===== config.mk =====
export PLATFORM = sky130hd
export DESIGN_NAME = etc_timer
export DESIGN_NICKNAME = d
export VERILOG_FILES = /design/src/hdl/etc_pkg.sv /design/src/hdl/etc_pin_sync.sv /design/src/hdl/etc_prescaler.sv /design/src/hdl/etc_timer.sv
export SDC_FILE = /design/constraint.sdc
export NUM_CORES = 1
export LEC_CHECK = 0
export BUFFER_PORTS_ARGS = -buffer_cell sky130_fd_sc_hd__buf_2
export CAP_MARGIN = 20
export CORE_ASPECT_RATIO = 0.75
export CORE_MARGIN = 3
export CORE_UTILIZATION = 45
export DETAILED_ROUTE_END_ITERATION = 6
export PLACE_DENSITY = 0.81
export SLEW_MARGIN = 20
export SYNTH_ARGS = -nofsm -noshare
export SYNTH_HDL_FRONTEND = slang
export SYNTH_HIERARCHICAL = 1
export SYNTH_SLANG_ARGS = --single-unit
export TNS_END_PERCENT = 30

===== constraint.sdc =====
create_clock -name clk -period 2.3 [get_ports clk]
set_input_delay 0.46 -clock clk [delete_from_list [all_inputs] [get_ports clk]]
set_output_delay 0.46 -clock clk [all_outputs]
set_load 0.02 [all_outputs]

===== src/hdl/etc_pkg.sv =====
// Purpose: shared constants and types for the 8-bit event timer counter
// Assumes: apb slave with 32-bit data, one word per register
// Notes:   offsets chosen for this block
package etc_pkg;

    localparam logic [11:0] ETC_OFF_COUNT   = 12'h000;
    localparam logic [11:0] ETC_OFF_CONTROL = 12'h004;

    localparam logic [7:0] ETC_COUNT_RST   = 8'h00;
    localparam logic [7:0] ETC_CONTROL_RST = 8'h08;
    localparam logic [7:0] ETC_COUNT_MAX   = 8'hff;

    localparam int ETC_MODE_HI  = 7;
    localparam int ETC_MODE_LO  = 6;
    localparam int ETC_SRC_BIT  = 5;
    localparam int ETC_EN_BIT   = 4;
    localparam int ETC_EDGE_BIT = 3;
    localparam int ETC_PSC_HI   = 2;

    localparam int ETC_PSC_STAGES = 8;

    typedef enum logic [1:0] {
        ETC_MODE_UNUSED = 2'b00,
        ETC_MODE_EVENT  = 2'b01,
        ETC_MODE_TIMER  = 2'b10,
        ETC_MODE_PULSE  = 2'b11
    } etc_mode_t;

    typedef struct packed {
        etc_mode_t  mode_select;
        logic       internal_source_select;
        logic       count_enable_bit;
        logic       active_edge_select;
        logic [2:0] prescale_select;
    } etc_control_t;

    typedef struct packed {
        logic        psel;
        logic        penable;
        logic        pwrite;
        logic [11:0] paddr;
        logic [31:0] pwdata;
    } etc_apb_req_t;

    typedef struct packed {
        logic [31:0] prdata;
        logic        pready;
        logic        pslverr;
    } etc_apb_rsp_t;

endpackage


===== src/hdl/etc_pin_sync.sv =====
// Purpose: synchroniser and edge detector for the external event pin
// Assumes: pin may be asynchronous
// Notes:   first flop feeds only the second
`timescale 1ns/1ps
`default_nettype none
module etc_pin_sync (
    input  wire logic clk,
    input  wire logic reset,
    input  wire logic pin_in,
    output logic      level,
    output logic      rise,
    output logic      fall
);
    typedef struct packed {
        logic s1;
        logic s2;
        logic s3;
    } etc_sync_state_t;

    etc_sync_state_t st_q;
    etc_sync_state_t st_d;

    always_comb begin
        st_d    = st_q;
        st_d.s1 = pin_in;
        st_d.s2 = st_q.s1;
        st_d.s3 = st_q.s2;
    end

    always_ff @(posedge clk) begin
        if (reset) begin
            st_q <= '0;
        end else begin
            st_q <= st_d;
        end
    end

    assign level = st_q.s2;
    assign rise  = st_q.s2 & ~st_q.s3;
    assign fall  = ~st_q.s2 & st_q.s3;

endmodule
`default_nettype wire


===== src/hdl/etc_prescaler.sv =====
// Purpose: power-of-two divider of the selected internal tick
// Assumes: src_tick is a one-cycle enable pulse
// Notes:   tick_out pulses once per 2**psc input ticks
`timescale 1ns/1ps
`default_nettype none
module etc_prescaler (
    input  wire logic       clk,
    input  wire logic       reset,
    input  wire logic       clear,
    input  wire logic       src_tick,
    input  wire logic [2:0] psc,
    output logic            tick_out
);
    import etc_pkg::*;

    typedef struct packed {
        logic [ETC_PSC_STAGES-2:0] cnt;
    } etc_psc_state_t;

    etc_psc_state_t st_q;
    etc_psc_state_t st_d;
    logic [ETC_PSC_STAGES-1:0] stage_hit;

    // stage k fires when the low k count bits are all ones
    genvar k;
    generate
        for (k = 0; k < ETC_PSC_STAGES; k++) begin : g_stage
            if (k == 0) begin : g_zero
                assign stage_hit[k] = src_tick;
            end else begin : g_more
                assign stage_hit[k] = src_tick & (&st_q.cnt[k-1:0]);
            end
        end
    endgenerate

    always_comb begin
        st_d = st_q;
        if (clear) begin
            st_d.cnt = '0;
        end else if (src_tick) begin
            st_d.cnt = st_q.cnt + {{(ETC_PSC_STAGES-2){1'b0}}, 1'b1};
        end
    end

    always_ff @(posedge clk) begin
        if (reset) begin
            st_q <= '0;
        end else begin
            st_q <= st_d;
        end
    end

    assign tick_out = stage_hit[psc];

endmodule
`default_nettype wire


===== src/hdl/etc_timer.sv =====
// Purpose: 8-bit count-up timer / event counter with apb registers
// Assumes: sub_tick is a one-cycle pulse at the sub clock rate
// Notes:   overflow_pulse is the internal interrupt request
//
// Decided for this implementation: the register addresses and the APB register port.
`timescale 1ns/1ps
`default_nettype none

// Summary of operation
// eight-bit up counter, software loadable
// timer and pulse modes use prescaled clock
// source bit picks system or sub clock
// event mode counts selected pin edges
// increment by one per count event
// past FFH raise overflow request
// overflow reloads preload and keeps counting
// count register read returns live count
// write while stopped loads counter too
// write while running only updates preload
// software clears preload for full range
// enable bit runs, clear holds value
// two-bit field selects operating mode
// source and prescale ignored in event mode
// edge bit sets pin polarity used
// software programs control before use
// 01 event, 10 timer, 11 pulse
// prescale divides by two to the field
// edge 0 rising or low pulse
// pulse mode gated, enable self clears
// pin synchronised and edge detected
module etc_timer (
    input  wire logic                  clk,
    input  wire logic                  reset,
    input  wire etc_pkg::etc_apb_req_t apb_req,
    output etc_pkg::etc_apb_rsp_t      apb_rsp,
    input  wire logic                  sub_tick,
    input  wire logic                  external_event_pin,
    output logic                       overflow_pulse,
    output logic [7:0]                 count_out
);
    import etc_pkg::*;

    typedef struct packed {
        logic [7:0]   count;
        logic [7:0]   preload;
        etc_control_t ctrl;
        logic         pulse_run;
        logic         ovf;
        logic [31:0]  rdata;
    } etc_state_t;

    etc_state_t st_q;
    etc_state_t st_d;

    logic pin_level;
    logic pin_rise;
    logic pin_fall;
    logic src_tick;
    logic psc_tick;
    logic psc_clear;
    logic wr_en;
    logic rd_en;
    logic addr_ok;
    logic act_edge;
    logic end_edge;
    logic cnt_evt;
    logic mode_timer;
    logic mode_event;
    logic mode_pulse;

    etc_pin_sync u_sync (
        .clk    (clk),
        .reset  (reset),
        .pin_in (external_event_pin),
        .level  (pin_level),
        .rise   (pin_rise),
        .fall   (pin_fall)
    );

    // system clock ticks every cycle; sub clock by its pulse
    assign src_tick = st_q.ctrl.internal_source_select ? sub_tick : 1'b1;
    assign psc_clear = ~st_q.ctrl.count_enable_bit;

    etc_prescaler u_psc (
        .clk      (clk),
        .reset    (reset),
        .clear    (psc_clear),
        .src_tick (src_tick),
        .psc      (st_q.ctrl.prescale_select),
        .tick_out (psc_tick)
    );

    assign mode_event = st_q.ctrl.mode_select == ETC_MODE_EVENT;
    assign mode_timer = st_q.ctrl.mode_select == ETC_MODE_TIMER;
    assign mode_pulse = st_q.ctrl.mode_select == ETC_MODE_PULSE;

    // edge polarity: 0 means rising active for events, falling for pulse
    always_comb begin
        act_edge = 1'b0;
        end_edge = 1'b0;
        if (mode_event) begin
            act_edge = st_q.ctrl.active_edge_select ? pin_fall : pin_rise;
        end else begin
            act_edge = st_q.ctrl.active_edge_select ? pin_rise : pin_fall;
            end_edge = st_q.ctrl.active_edge_select ? pin_fall : pin_rise;
        end
    end

    // count event per mode
    always_comb begin
        cnt_evt = 1'b0;
        if (st_q.ctrl.count_enable_bit) begin
            case (st_q.ctrl.mode_select)
                ETC_MODE_TIMER: cnt_evt = psc_tick;
                ETC_MODE_EVENT: cnt_evt = act_edge;
                ETC_MODE_PULSE: cnt_evt = psc_tick & st_q.pulse_run;
                default:        cnt_evt = 1'b0;
            endcase
        end
    end

    assign addr_ok = (apb_req.paddr == ETC_OFF_COUNT) ||
                     (apb_req.paddr == ETC_OFF_CONTROL);
    assign wr_en = apb_req.psel & apb_req.penable & apb_req.pwrite;
    assign rd_en = apb_req.psel & ~apb_req.penable & ~apb_req.pwrite;

    always_comb begin
        st_d     = st_q;
        st_d.ovf = 1'b0;
        // counting and overflow
        if (cnt_evt) begin
            if (st_q.count == ETC_COUNT_MAX) begin
                st_d.ovf   = 1'b1;
                st_d.count = st_q.preload;
            end else begin
                st_d.count = st_q.count + 8'h01;
            end
        end
        // pulse gate start and stop
        if (mode_pulse && st_q.ctrl.count_enable_bit) begin
            if (!st_q.pulse_run && act_edge) begin
                st_d.pulse_run = 1'b1;
            end else if (st_q.pulse_run && end_edge) begin
                st_d.pulse_run = 1'b0;
                st_d.ctrl.count_enable_bit = 1'b0;
            end
        end
        if (!st_q.ctrl.count_enable_bit || !mode_pulse) begin
            st_d.pulse_run = 1'b0;
        end
        // register writes
        if (wr_en) begin
            if (apb_req.paddr == ETC_OFF_COUNT) begin
                st_d.preload = apb_req.pwdata[7:0];
                if (!st_q.ctrl.count_enable_bit) begin
                    st_d.count = apb_req.pwdata[7:0];
                end
            end else if (apb_req.paddr == ETC_OFF_CONTROL) begin
                st_d.ctrl = etc_control_t'(apb_req.pwdata[7:0]);
                st_d.pulse_run = 1'b0;
            end
        end
        // read data captured in setup cycle
        if (rd_en) begin
            if (apb_req.paddr == ETC_OFF_COUNT) begin
                st_d.rdata = {24'h00_0000, st_q.count};
            end else if (apb_req.paddr == ETC_OFF_CONTROL) begin
                st_d.rdata = {24'h00_0000, st_q.ctrl};
            end else begin
                st_d.rdata = 32'h0000_0000;
            end
        end
    end

    always_ff @(posedge clk) begin
        if (reset) begin
            st_q.count     <= ETC_COUNT_RST;
            st_q.preload   <= ETC_COUNT_RST;
            st_q.ctrl      <= etc_control_t'(ETC_CONTROL_RST);
            st_q.pulse_run <= 1'b0;
            st_q.ovf       <= 1'b0;
            st_q.rdata     <= 32'h0000_0000;
        end else begin
            st_q <= st_d;
        end
    end

    assign apb_rsp.prdata  = st_q.rdata;
    assign apb_rsp.pready  = 1'b1;
    assign apb_rsp.pslverr = apb_req.psel & apb_req.penable & ~addr_ok;
    assign overflow_pulse  = st_q.ovf;
    assign count_out       = st_q.count;

    // assertions
    property p_overflow_reload;
        @(posedge clk) disable iff (reset)
        (cnt_evt && st_q.count == 8'hff && !wr_en)
            |=> (overflow_pulse && count_out == $past(st_q.preload));
    endproperty
    a_overflow_reload: assert property (p_overflow_reload)
        else $error("overflow did not reload preload");

    property p_overflow_cause;
        @(posedge clk) disable iff (reset)
        overflow_pulse |-> $past(st_q.count) == 8'hff;
    endproperty
    a_overflow_cause: assert property (p_overflow_cause)
        else $error("overflow without full count");

    property p_increment;
        @(posedge clk) disable iff (reset)
        (cnt_evt && st_q.count != 8'hff && !wr_en)
            |=> count_out == $past(st_q.count) + 8'h01;
    endproperty
    a_increment: assert property (p_increment)
        else $error("count did not increment by one");

    property p_hold_when_off;
        @(posedge clk) disable iff (reset)
        (!st_q.ctrl.count_enable_bit && !wr_en) |=> $stable(count_out);
    endproperty
    a_hold_when_off: assert property (p_hold_when_off)
        else $error("counter moved while disabled");

    property p_write_stopped;
        @(posedge clk) disable iff (reset)
        (wr_en && apb_req.paddr == ETC_OFF_COUNT
            && !st_q.ctrl.count_enable_bit)
            |=> count_out == $past(apb_req.pwdata[7:0]);
    endproperty
    a_write_stopped: assert property (p_write_stopped)
        else $error("stopped write did not load counter");

    property p_write_running;
        @(posedge clk) disable iff (reset)
        (wr_en && apb_req.paddr == ETC_OFF_COUNT
            && st_q.ctrl.count_enable_bit && !cnt_evt)
            |=> ($stable(count_out)
                && st_q.preload == $past(apb_req.pwdata[7:0]));
    endproperty
    a_write_running: assert property (p_write_running)
        else $error("running write touched counter");

    property p_event_edge;
        @(posedge clk) disable iff (reset)
        (mode_event && st_q.ctrl.count_enable_bit
            && !st_q.ctrl.active_edge_select && pin_rise) |-> cnt_evt;
    endproperty
    a_event_edge: assert property (p_event_edge)
        else $error("rising edge not counted");

    property p_pulse_stop;
        @(posedge clk) disable iff (reset)
        (st_q.pulse_run && end_edge && mode_pulse && !wr_en)
            |=> !st_q.ctrl.count_enable_bit;
    endproperty
    a_pulse_stop: assert property (p_pulse_stop)
        else $error("pulse end did not clear enable");

    property p_timer_tick;
        @(posedge clk) disable iff (reset)
        (mode_timer && st_q.ctrl.count_enable_bit) |-> cnt_evt == psc_tick;
    endproperty
    a_timer_tick: assert property (p_timer_tick)
        else $error("timer not driven by prescaler");

    property p_overflow_event;
        @(posedge clk) disable iff (reset)
        overflow_pulse |-> $past(cnt_evt);
    endproperty
    a_overflow_event: assert property (p_overflow_event)
        else $error("overflow without a count event");

    property p_unused_mode;
        @(posedge clk) disable iff (reset)
        (st_q.ctrl.mode_select == ETC_MODE_UNUSED) |-> !cnt_evt;
    endproperty
    a_unused_mode: assert property (p_unused_mode)
        else $error("unused mode counted");

    property p_event_fall;
        @(posedge clk) disable iff (reset)
        (mode_event && st_q.ctrl.count_enable_bit
            && st_q.ctrl.active_edge_select && pin_fall) |-> cnt_evt;
    endproperty
    a_event_fall: assert property (p_event_fall)
        else $error("falling edge not counted");

    property p_event_polarity;
        @(posedge clk) disable iff (reset)
        (mode_event && !st_q.ctrl.active_edge_select && pin_fall)
            |-> !cnt_evt;
    endproperty
    a_event_polarity: assert property (p_event_polarity)
        else $error("inactive edge counted");

    property p_sub_source;
        @(posedge clk) disable iff (reset)
        (mode_timer && st_q.ctrl.internal_source_select && !sub_tick)
            |-> !cnt_evt;
    endproperty
    a_sub_source: assert property (p_sub_source)
        else $error("timer counted without sub clock tick");

    property p_pulse_gate;
        @(posedge clk) disable iff (reset)
        (mode_pulse && !st_q.pulse_run) |-> !cnt_evt;
    endproperty
    a_pulse_gate: assert property (p_pulse_gate)
        else $error("pulse mode counted outside the pulse");

    property p_pulse_start;
        @(posedge clk) disable iff (reset)
        (mode_pulse && st_q.ctrl.count_enable_bit && !st_q.pulse_run
            && act_edge && !wr_en) |=> st_q.pulse_run;
    endproperty
    a_pulse_start: assert property (p_pulse_start)
        else $error("active edge did not open the pulse gate");

    property p_pulse_level;
        @(posedge clk) disable iff (reset)
        (st_q.pulse_run && !end_edge)
            |-> pin_level == st_q.ctrl.active_edge_select;
    endproperty
    a_pulse_level: assert property (p_pulse_level)
        else $error("pulse gate open at the idle pin level");

    property p_enable_kept;
        @(posedge clk) disable iff (reset)
        (st_q.ctrl.count_enable_bit && !mode_pulse && !wr_en)
            |=> st_q.ctrl.count_enable_bit;
    endproperty
    a_enable_kept: assert property (p_enable_kept)
        else $error("enable cleared outside pulse mode");

    property p_preload_kept;
        @(posedge clk) disable iff (reset)
        !(wr_en && apb_req.paddr == ETC_OFF_COUNT) |=> $stable(st_q.preload);
    endproperty
    a_preload_kept: assert property (p_preload_kept)
        else $error("preload changed without a count write");

    property p_read_count;
        @(posedge clk) disable iff (reset)
        (rd_en && apb_req.paddr == ETC_OFF_COUNT)
            |=> apb_rsp.prdata == {24'h00_0000, $past(count_out)};
    endproperty
    a_read_count: assert property (p_read_count)
        else $error("count read did not return live count");

    c_overflow: cover property (@(posedge clk) disable iff (reset)
        overflow_pulse);
    c_pulse_done: cover property (@(posedge clk) disable iff (reset)
        st_q.pulse_run ##1 !st_q.ctrl.count_enable_bit);
    c_event_cnt: cover property (@(posedge clk) disable iff (reset)
        mode_event && cnt_evt);
    c_running_write: cover property (@(posedge clk) disable iff (reset)
        wr_en && apb_req.paddr == ETC_OFF_COUNT && st_q.ctrl.count_enable_bit);

endmodule
`default_nettype wire


Word level (Yosys, flattened, before mapping). Cells that the tools add are included.

Add/subtract/negate cells: 2. $lt $le $gt $ge: 1. Equal/unequal tests: 5. Muxes and demuxes: 26. Bitwise gates (word level): 23. Reduce and logical (&&, ||, !) cells: 19.

Operators by type and width (number): 2-to-1 mux 8 bit (5); 2-to-1 mux 25 bit (1); 2-to-1 mux 9 bit (2); 2-to-1 mux 16 bit (1); AND 1 bit (15); 2-to-1 mux 1 bit (15); == test 12 x 3 -> 1 bit, second input constant (1); logical NOT 12 bit (1); adder 8 x 1 -> 8 bit, second input constant (1); == test 8 bit, second input constant (1); NOT 1 bit (8); adder 7 x 1 -> 7 bit, second input constant (1); AND reduction 7 bit (1); AND reduction 3 bit (2); AND reduction 6 bit (1); AND reduction 5 bit (1); == test 2 bit, second input constant (2); < comparator 3 x 4 -> 1 bit, second input constant (1); AND reduction 2 bit (2); AND reduction 4 bit (1); OR reduction 2 bit (2); binary-select mux 1 bit (select 3 bit) (1); logical AND 1 bit (3); logical NOT 1 bit (3); 3 further kinds (4).

Register bits after elaboration: 68. Input port bits: 51. Output and inout bits: 43. Logic and storage cells: 90.

Longest topological paths before layout.
Word-level depth: 12. Gate-level depth with buffers: 12. Mapped depth without buffers: 11.

Cells and area by module. Netlist, hierarchy kept.

Modules (own cells, without submodules): etc_timer (instances 1, cells an instance 228, area an instance 2072.0 sq um, seq. area each 680.7 sq um); etc_prescaler (instances 1, cells an instance 44, area an instance 409.1 sq um, seq. area each 140.1 sq um); etc_pin_sync (instances 1, cells an instance 8, area an instance 91.3 sq um, seq. area each 60.1 sq um).

Worst setup path after synthesis. No wires, ideal clock.

Path type: reg2reg. Start point: register u_psc/st_q[0] in the netlist's numbering. End point: register st_q (netlist bit count_out[0]). Setup time: 0.134 ns. Arrival time: 2.100 ns. Required time: 2.166 ns. Path slack: 0.067 ns. Stages on the path, launching flop included: 11. Buffers on the path: 0. Period minus slack after synthesis: 2.233 ns. Cells stage by stage: dfxtp_1 > ha_1 > ha_1 > mux2i_1 > a221oi_1 > a32o_1 > nand3_1 > o22ai_4 > or3b_1 > o211ai_2 > a211oi_1.

Word-level cells in the longest chain between the ends: 11. Elaborated cells on any way between the ends: 22. Classes of those cells: 8 x mux; 8 x bitwise; 6 x reduce/logical.

Ends and longest elaborated chain: start: declaration (RTL line etc_prescaler.sv:20) `etc_psc_state_t st_q;`; start signal: assignment (RTL line etc_prescaler.sv:49) `st_q <= st_d;`; AND reduction 7 bit (tied with other cells) (RTL line etc_prescaler.sv:31) `assign stage_hit[k] = src_tick & (&st_q.cnt[k-1:0]);`; AND 1 bit (RTL line etc_prescaler.sv:31); binary-select mux 1 bit (select 3 bit) (*) (RTL line etc_prescaler.sv:53) `assign tick_out = stage_hit[psc];`; 2-to-1 mux 1 bit (implied by the code) (*) (RTL line etc_prescaler.sv:53); named net psc_tick (RTL line etc_timer.sv:59) `logic psc_tick;`; AND 1 bit (RTL line etc_timer.sv:116) `ETC_MODE_PULSE: cnt_evt = psc_tick & st_q.pulse_run;`; case mux 1 bit (3 select lines) (*) (RTL line etc_timer.sv:113) `case (st_q.ctrl.mode_select)`; 2-to-1 mux 1 bit (*) (RTL line etc_timer.sv:112) `if (st_q.ctrl.count_enable_bit) begin`; 2-to-1 mux 8 bit (*) (RTL line etc_timer.sv:131) `if (cnt_evt) begin`; 2-to-1 mux 8 bit (RTL line etc_timer.sv:155) `if (!st_q.ctrl.count_enable_bit) begin`; 2-to-1 mux 16 bit (RTL line etc_timer.sv:153) `if (apb_req.paddr == ETC_OFF_COUNT) begin`; 2-to-1 mux 25 bit (*) (RTL line etc_timer.sv:152) `if (wr_en) begin`; end signal: assignment (RTL line etc_timer.sv:184) `st_q <= st_d;`; end: declaration (RTL line etc_timer.sv:52) `etc_state_t st_q;`.

The timed path passes the listed nets; every way through them passes the cells marked *. The select of a mux whose other input is x is not followed. A chain may end at the register's enable or synchronous reset.

Worst setup path in the final report. Same ends and word-level chain as after synthesis.

==> reports/results.tsv <==
stage	metric	value	unit
global_routing	Overflow after GRT	0	
yosys	proportion of synthesized area in mux cells	0.133	
floorplan	row count	23	
timing	clk_skew	0.00563	ns
timing	crit path time final	2.27	ns
yosys	Synth Instances	280	
cts	later-pin clock latency in the skew report	0.30	ns
critical_path	CP Max Fanout	7	
floorplan	Die W	93.3	µm
critical_path	Slowest-stage cell, CP	or3b_1	
yosys	Async SR Flop Fraction	0	
critical_path	Top cell by count, worst path	ha_4	
timing	Fmax achieved	441	MHz
critical_path	Crit Path Class	reg -> reg	
yosys	Cell Area, Synth	2570	µm²
power	worst vdd ir	0.211	mV
yosys	Post-synth EDFFs	0	
placed_design	DP Worst Slack	-0.0377	ns
critical_path	Worst setup EP type	register	
yosys	largest family of logic cells by synthesized area	simple AND/OR/NAND/NOR gates	
timing	Final setup viols	0	
floorplan	die height	71.5	µm
status	outcome	finished clean	
cells_and_area	Post-layout nets	368	
floorplan	core area	5440	µm²
route	post-route ant nets	0	
cells_and_area	Layout fillers	505	
critical_path	crit-path leading delay family	compound AO/OA/AOI/OAI gates	
yosys	adder-cell area share of the yosys netlist	0.0195	
route	total wire length	5450	µm
cts	Root Buffer	clkbuf_8	
floorplan	Die ar.	6670	µm²
critical_path	Bufs and invs on worst path	0	
global_routing	first-pass GRT wire length	9090	µm
route	drt first-iter violations	191	
power	Cell Pwr Density	485	nW/µm²
cells_and_area	most common cell after layout, fill and taps aside	buf_2	
timing	final slew viol count	0	
yosys	Synth Area in Simple Gates	0.218	
cells_and_area	final core utilization	0.517	
cells_and_area	area grow syn2layout	9.34	%
placed_design	Port Buffer Count	44	
timing	RSZ-0062 raised after global routing	true	
floorplan	number of placed I/O pins	94	
route	via/cell ratio	5.09	
yosys	Syn Area/Cell	9.19	µm²
route	wire per inst	14.0	µm
cells_and_area	commonest cells after routing, fill and taps aside	buf_2 (44), dfxtp_1 (42), nor2_1 (35), conb_1 (25), mux2i_1 (23)	
critical_path	Worst setup SP type	register	
cts	CTS Buffer Depth	2	
critical_path	CP required	2.46	ns
cells_and_area	register area	883	µm²
route	via count	1981	
critical_path	Max stage delay on crit path	0.40	ns
global_routing	overall routing resource usage	0.173	
timing	Final TNS setup	0	ns
cells_and_area	diodes inserted	0	
yosys	Synth Area in XOR/XNOR	0.0102	
hold_path	WHS Path Cells	2	
yosys	post-synthesis sequential area ratio	0.342	
placed_design	Post-DP HPWL	4070	µm
placed_design	GPL Wtd Cong	0.904	
cts	CTS tree	yes	
timing	Final period util	0.987	
critical_path	CP Launch Point	u_psc/st_q[0]	
yosys	complex-gate fraction of the synthesized area	0.120	
hold_path	Hold Crit Start	external_event_pin	
yosys	Unique masters post-synth	57	
cts	CTS Buf Count	5	
yosys	Ys Warns	6	
critical_path	origin of the critical flop-to-flop path	u_psc/st_q[0]	
power	Lkg Pwr	1.30	nW
global_routing	largest net degree at the start of global routing	40	
timing	final worst slack	0.0302	ns
yosys	ys flop type	dfxtp_1	
route	first-pass iteration count of the detailed router	4	
critical_path	worst path cell trace	ha_4, ha_4, mux2i_1, a221oi_1, a32o_2, nand3_2, o22ai_4, or3b_1, o211ai_2, a211oi_2	
run	max-cap viol count	0	
critical_path	worst r2r path cells	10	
cells_and_area	share of cells above drive strength 1	0.296	
cts	clk sinks	44	
hold_path	Worst Hold Class	in -> reg	
route	DRC errors left	0	
critical_path	Crit path depth	10	
global_routing	initial antenna violation count	0	
cells_and_area	Multi-input gate area	1420	µm²
timing	worst-margin pin slew	0.689	ns
timing	Final Hold Violating Endpoints	0	
yosys	register bit total from synthesis	44	
cts	hold_buf cts	0	
floorplan	initial core utilization	0.473	
timing	relative slew slack	0.541	
critical_path	Worst Path Arrival	2.43	ns
cts	CTS H-tree lvls	2	
global_routing	number of global-route vias before repair	1920	
cts	Worst-path clk slew	0.08	ns
-- final timing paths --
kind | to | slack, ns
max | count_out[0] | 0.03
min | u_sync/st_d[1] | 0.37
max reg2reg | count_out[0] | 0.03
min reg2reg | u_sync/level | 0.44
-- kinds of logic after synthesis --
group	Yosys count
AO/OA/AOI/OAI	40
XOR/XNOR	3
adder cells (fa/ha/maj)	4
buffers and inverters	55
flip-flops	44
multiplexers	33
other	2
AND/OR/NAND/NOR	99
-- where the power goes --
group | leakage [nW] | total (W) | switching, W | internal [W]
Clock | 0.0455 | 0.000500 | 0.000255 | 0.000245
Sequential | 0.356 | 0.000764 | 0.000000729 | 0.000763
Combinational | 0.897 | 0.0000996 | 0.0000723 | 0.0000274
Total | 1.30 | 0.00136 | 0.000328 | 0.00104
-- area by class of cell --
cell class                 count  area share
multi-input combinational    204       0.506
sequential                    44       0.314
timing repair buffer          55       0.110
tap                           75      0.0334
clock buffer                   8      0.0320
inverter                       3     0.00400
-- synth_stat cells (3+ instances only) --
cell | instances | area [µm²]
buf_6 | 4 | 45.0
nor2_1 | 35 | 131
dfxtp_1 | 44 | 881
buf_4 | 42 | 315
nand2b_1 | 3 | 18.8
nand3_1 | 9 | 45.0
mux2i_1 | 23 | 230
a21oi_1 | 8 | 40.0
nand4_1 | 4 | 25.0
and4_1 | 3 | 26.3
mux2_2 | 10 | 113
ha_1 | 4 | 50.1
a22oi_1 | 9 | 67.6
nand2_1 | 14 | 52.6
inv_1 | 3 | 11.3
nor2b_1 | 8 | 50.1
a211o_1 | 3 | 26.3
nand3b_1 | 4 | 30.0
o21ai_0 | 4 | 20.0
clkbuf_1 | 4 | 15.0
-- state kept, by name, summed over array words and instances, names as in the netlist --
register and cells:
st_q 17, apb_rsp 8, count_out 8, u_psc/st_q 7, overflow_pulse 1, u_sync/level 1, u_sync/st_d 1, u_sync/st_q 1
-- per-stage QoR --
step / cells / total power (W) / hold slack [ns] / cell area (µm²)
2_1_floorplan: 303 / 0.000877 / 0.414 / 2660
3_3_place_gp: 378 / 0.000878 / 0.421 / 2650
3_5_place_dp: 378 / 0.000881 / 0.423 / 2650
4_1_cts: 388 / 0.00138 / 0.350 / 2760
5_1_grt: 389 / 0.00142 / 0.391 / 2810
6_report: 389 / 0.00136 / 0.366 / 2810
-- routing by layer --
metal,part of all wire,vias up,GRT usage
li1,-,985,-
met5,0,-,0
met2,0.44,74,0.271
met4,0.019,0,0.0813
met1,0.46,912,0.222
met3,0.077,10,0.0462
-- what timing repair did --
item | in CTS | in global routing
buffers inserted | 2 | 1
pin swaps | 4 | 6
setup endpoints to repair | 3 | 8
gates resized for setup | 2 | 11
(Power assumes the default switching activity.)
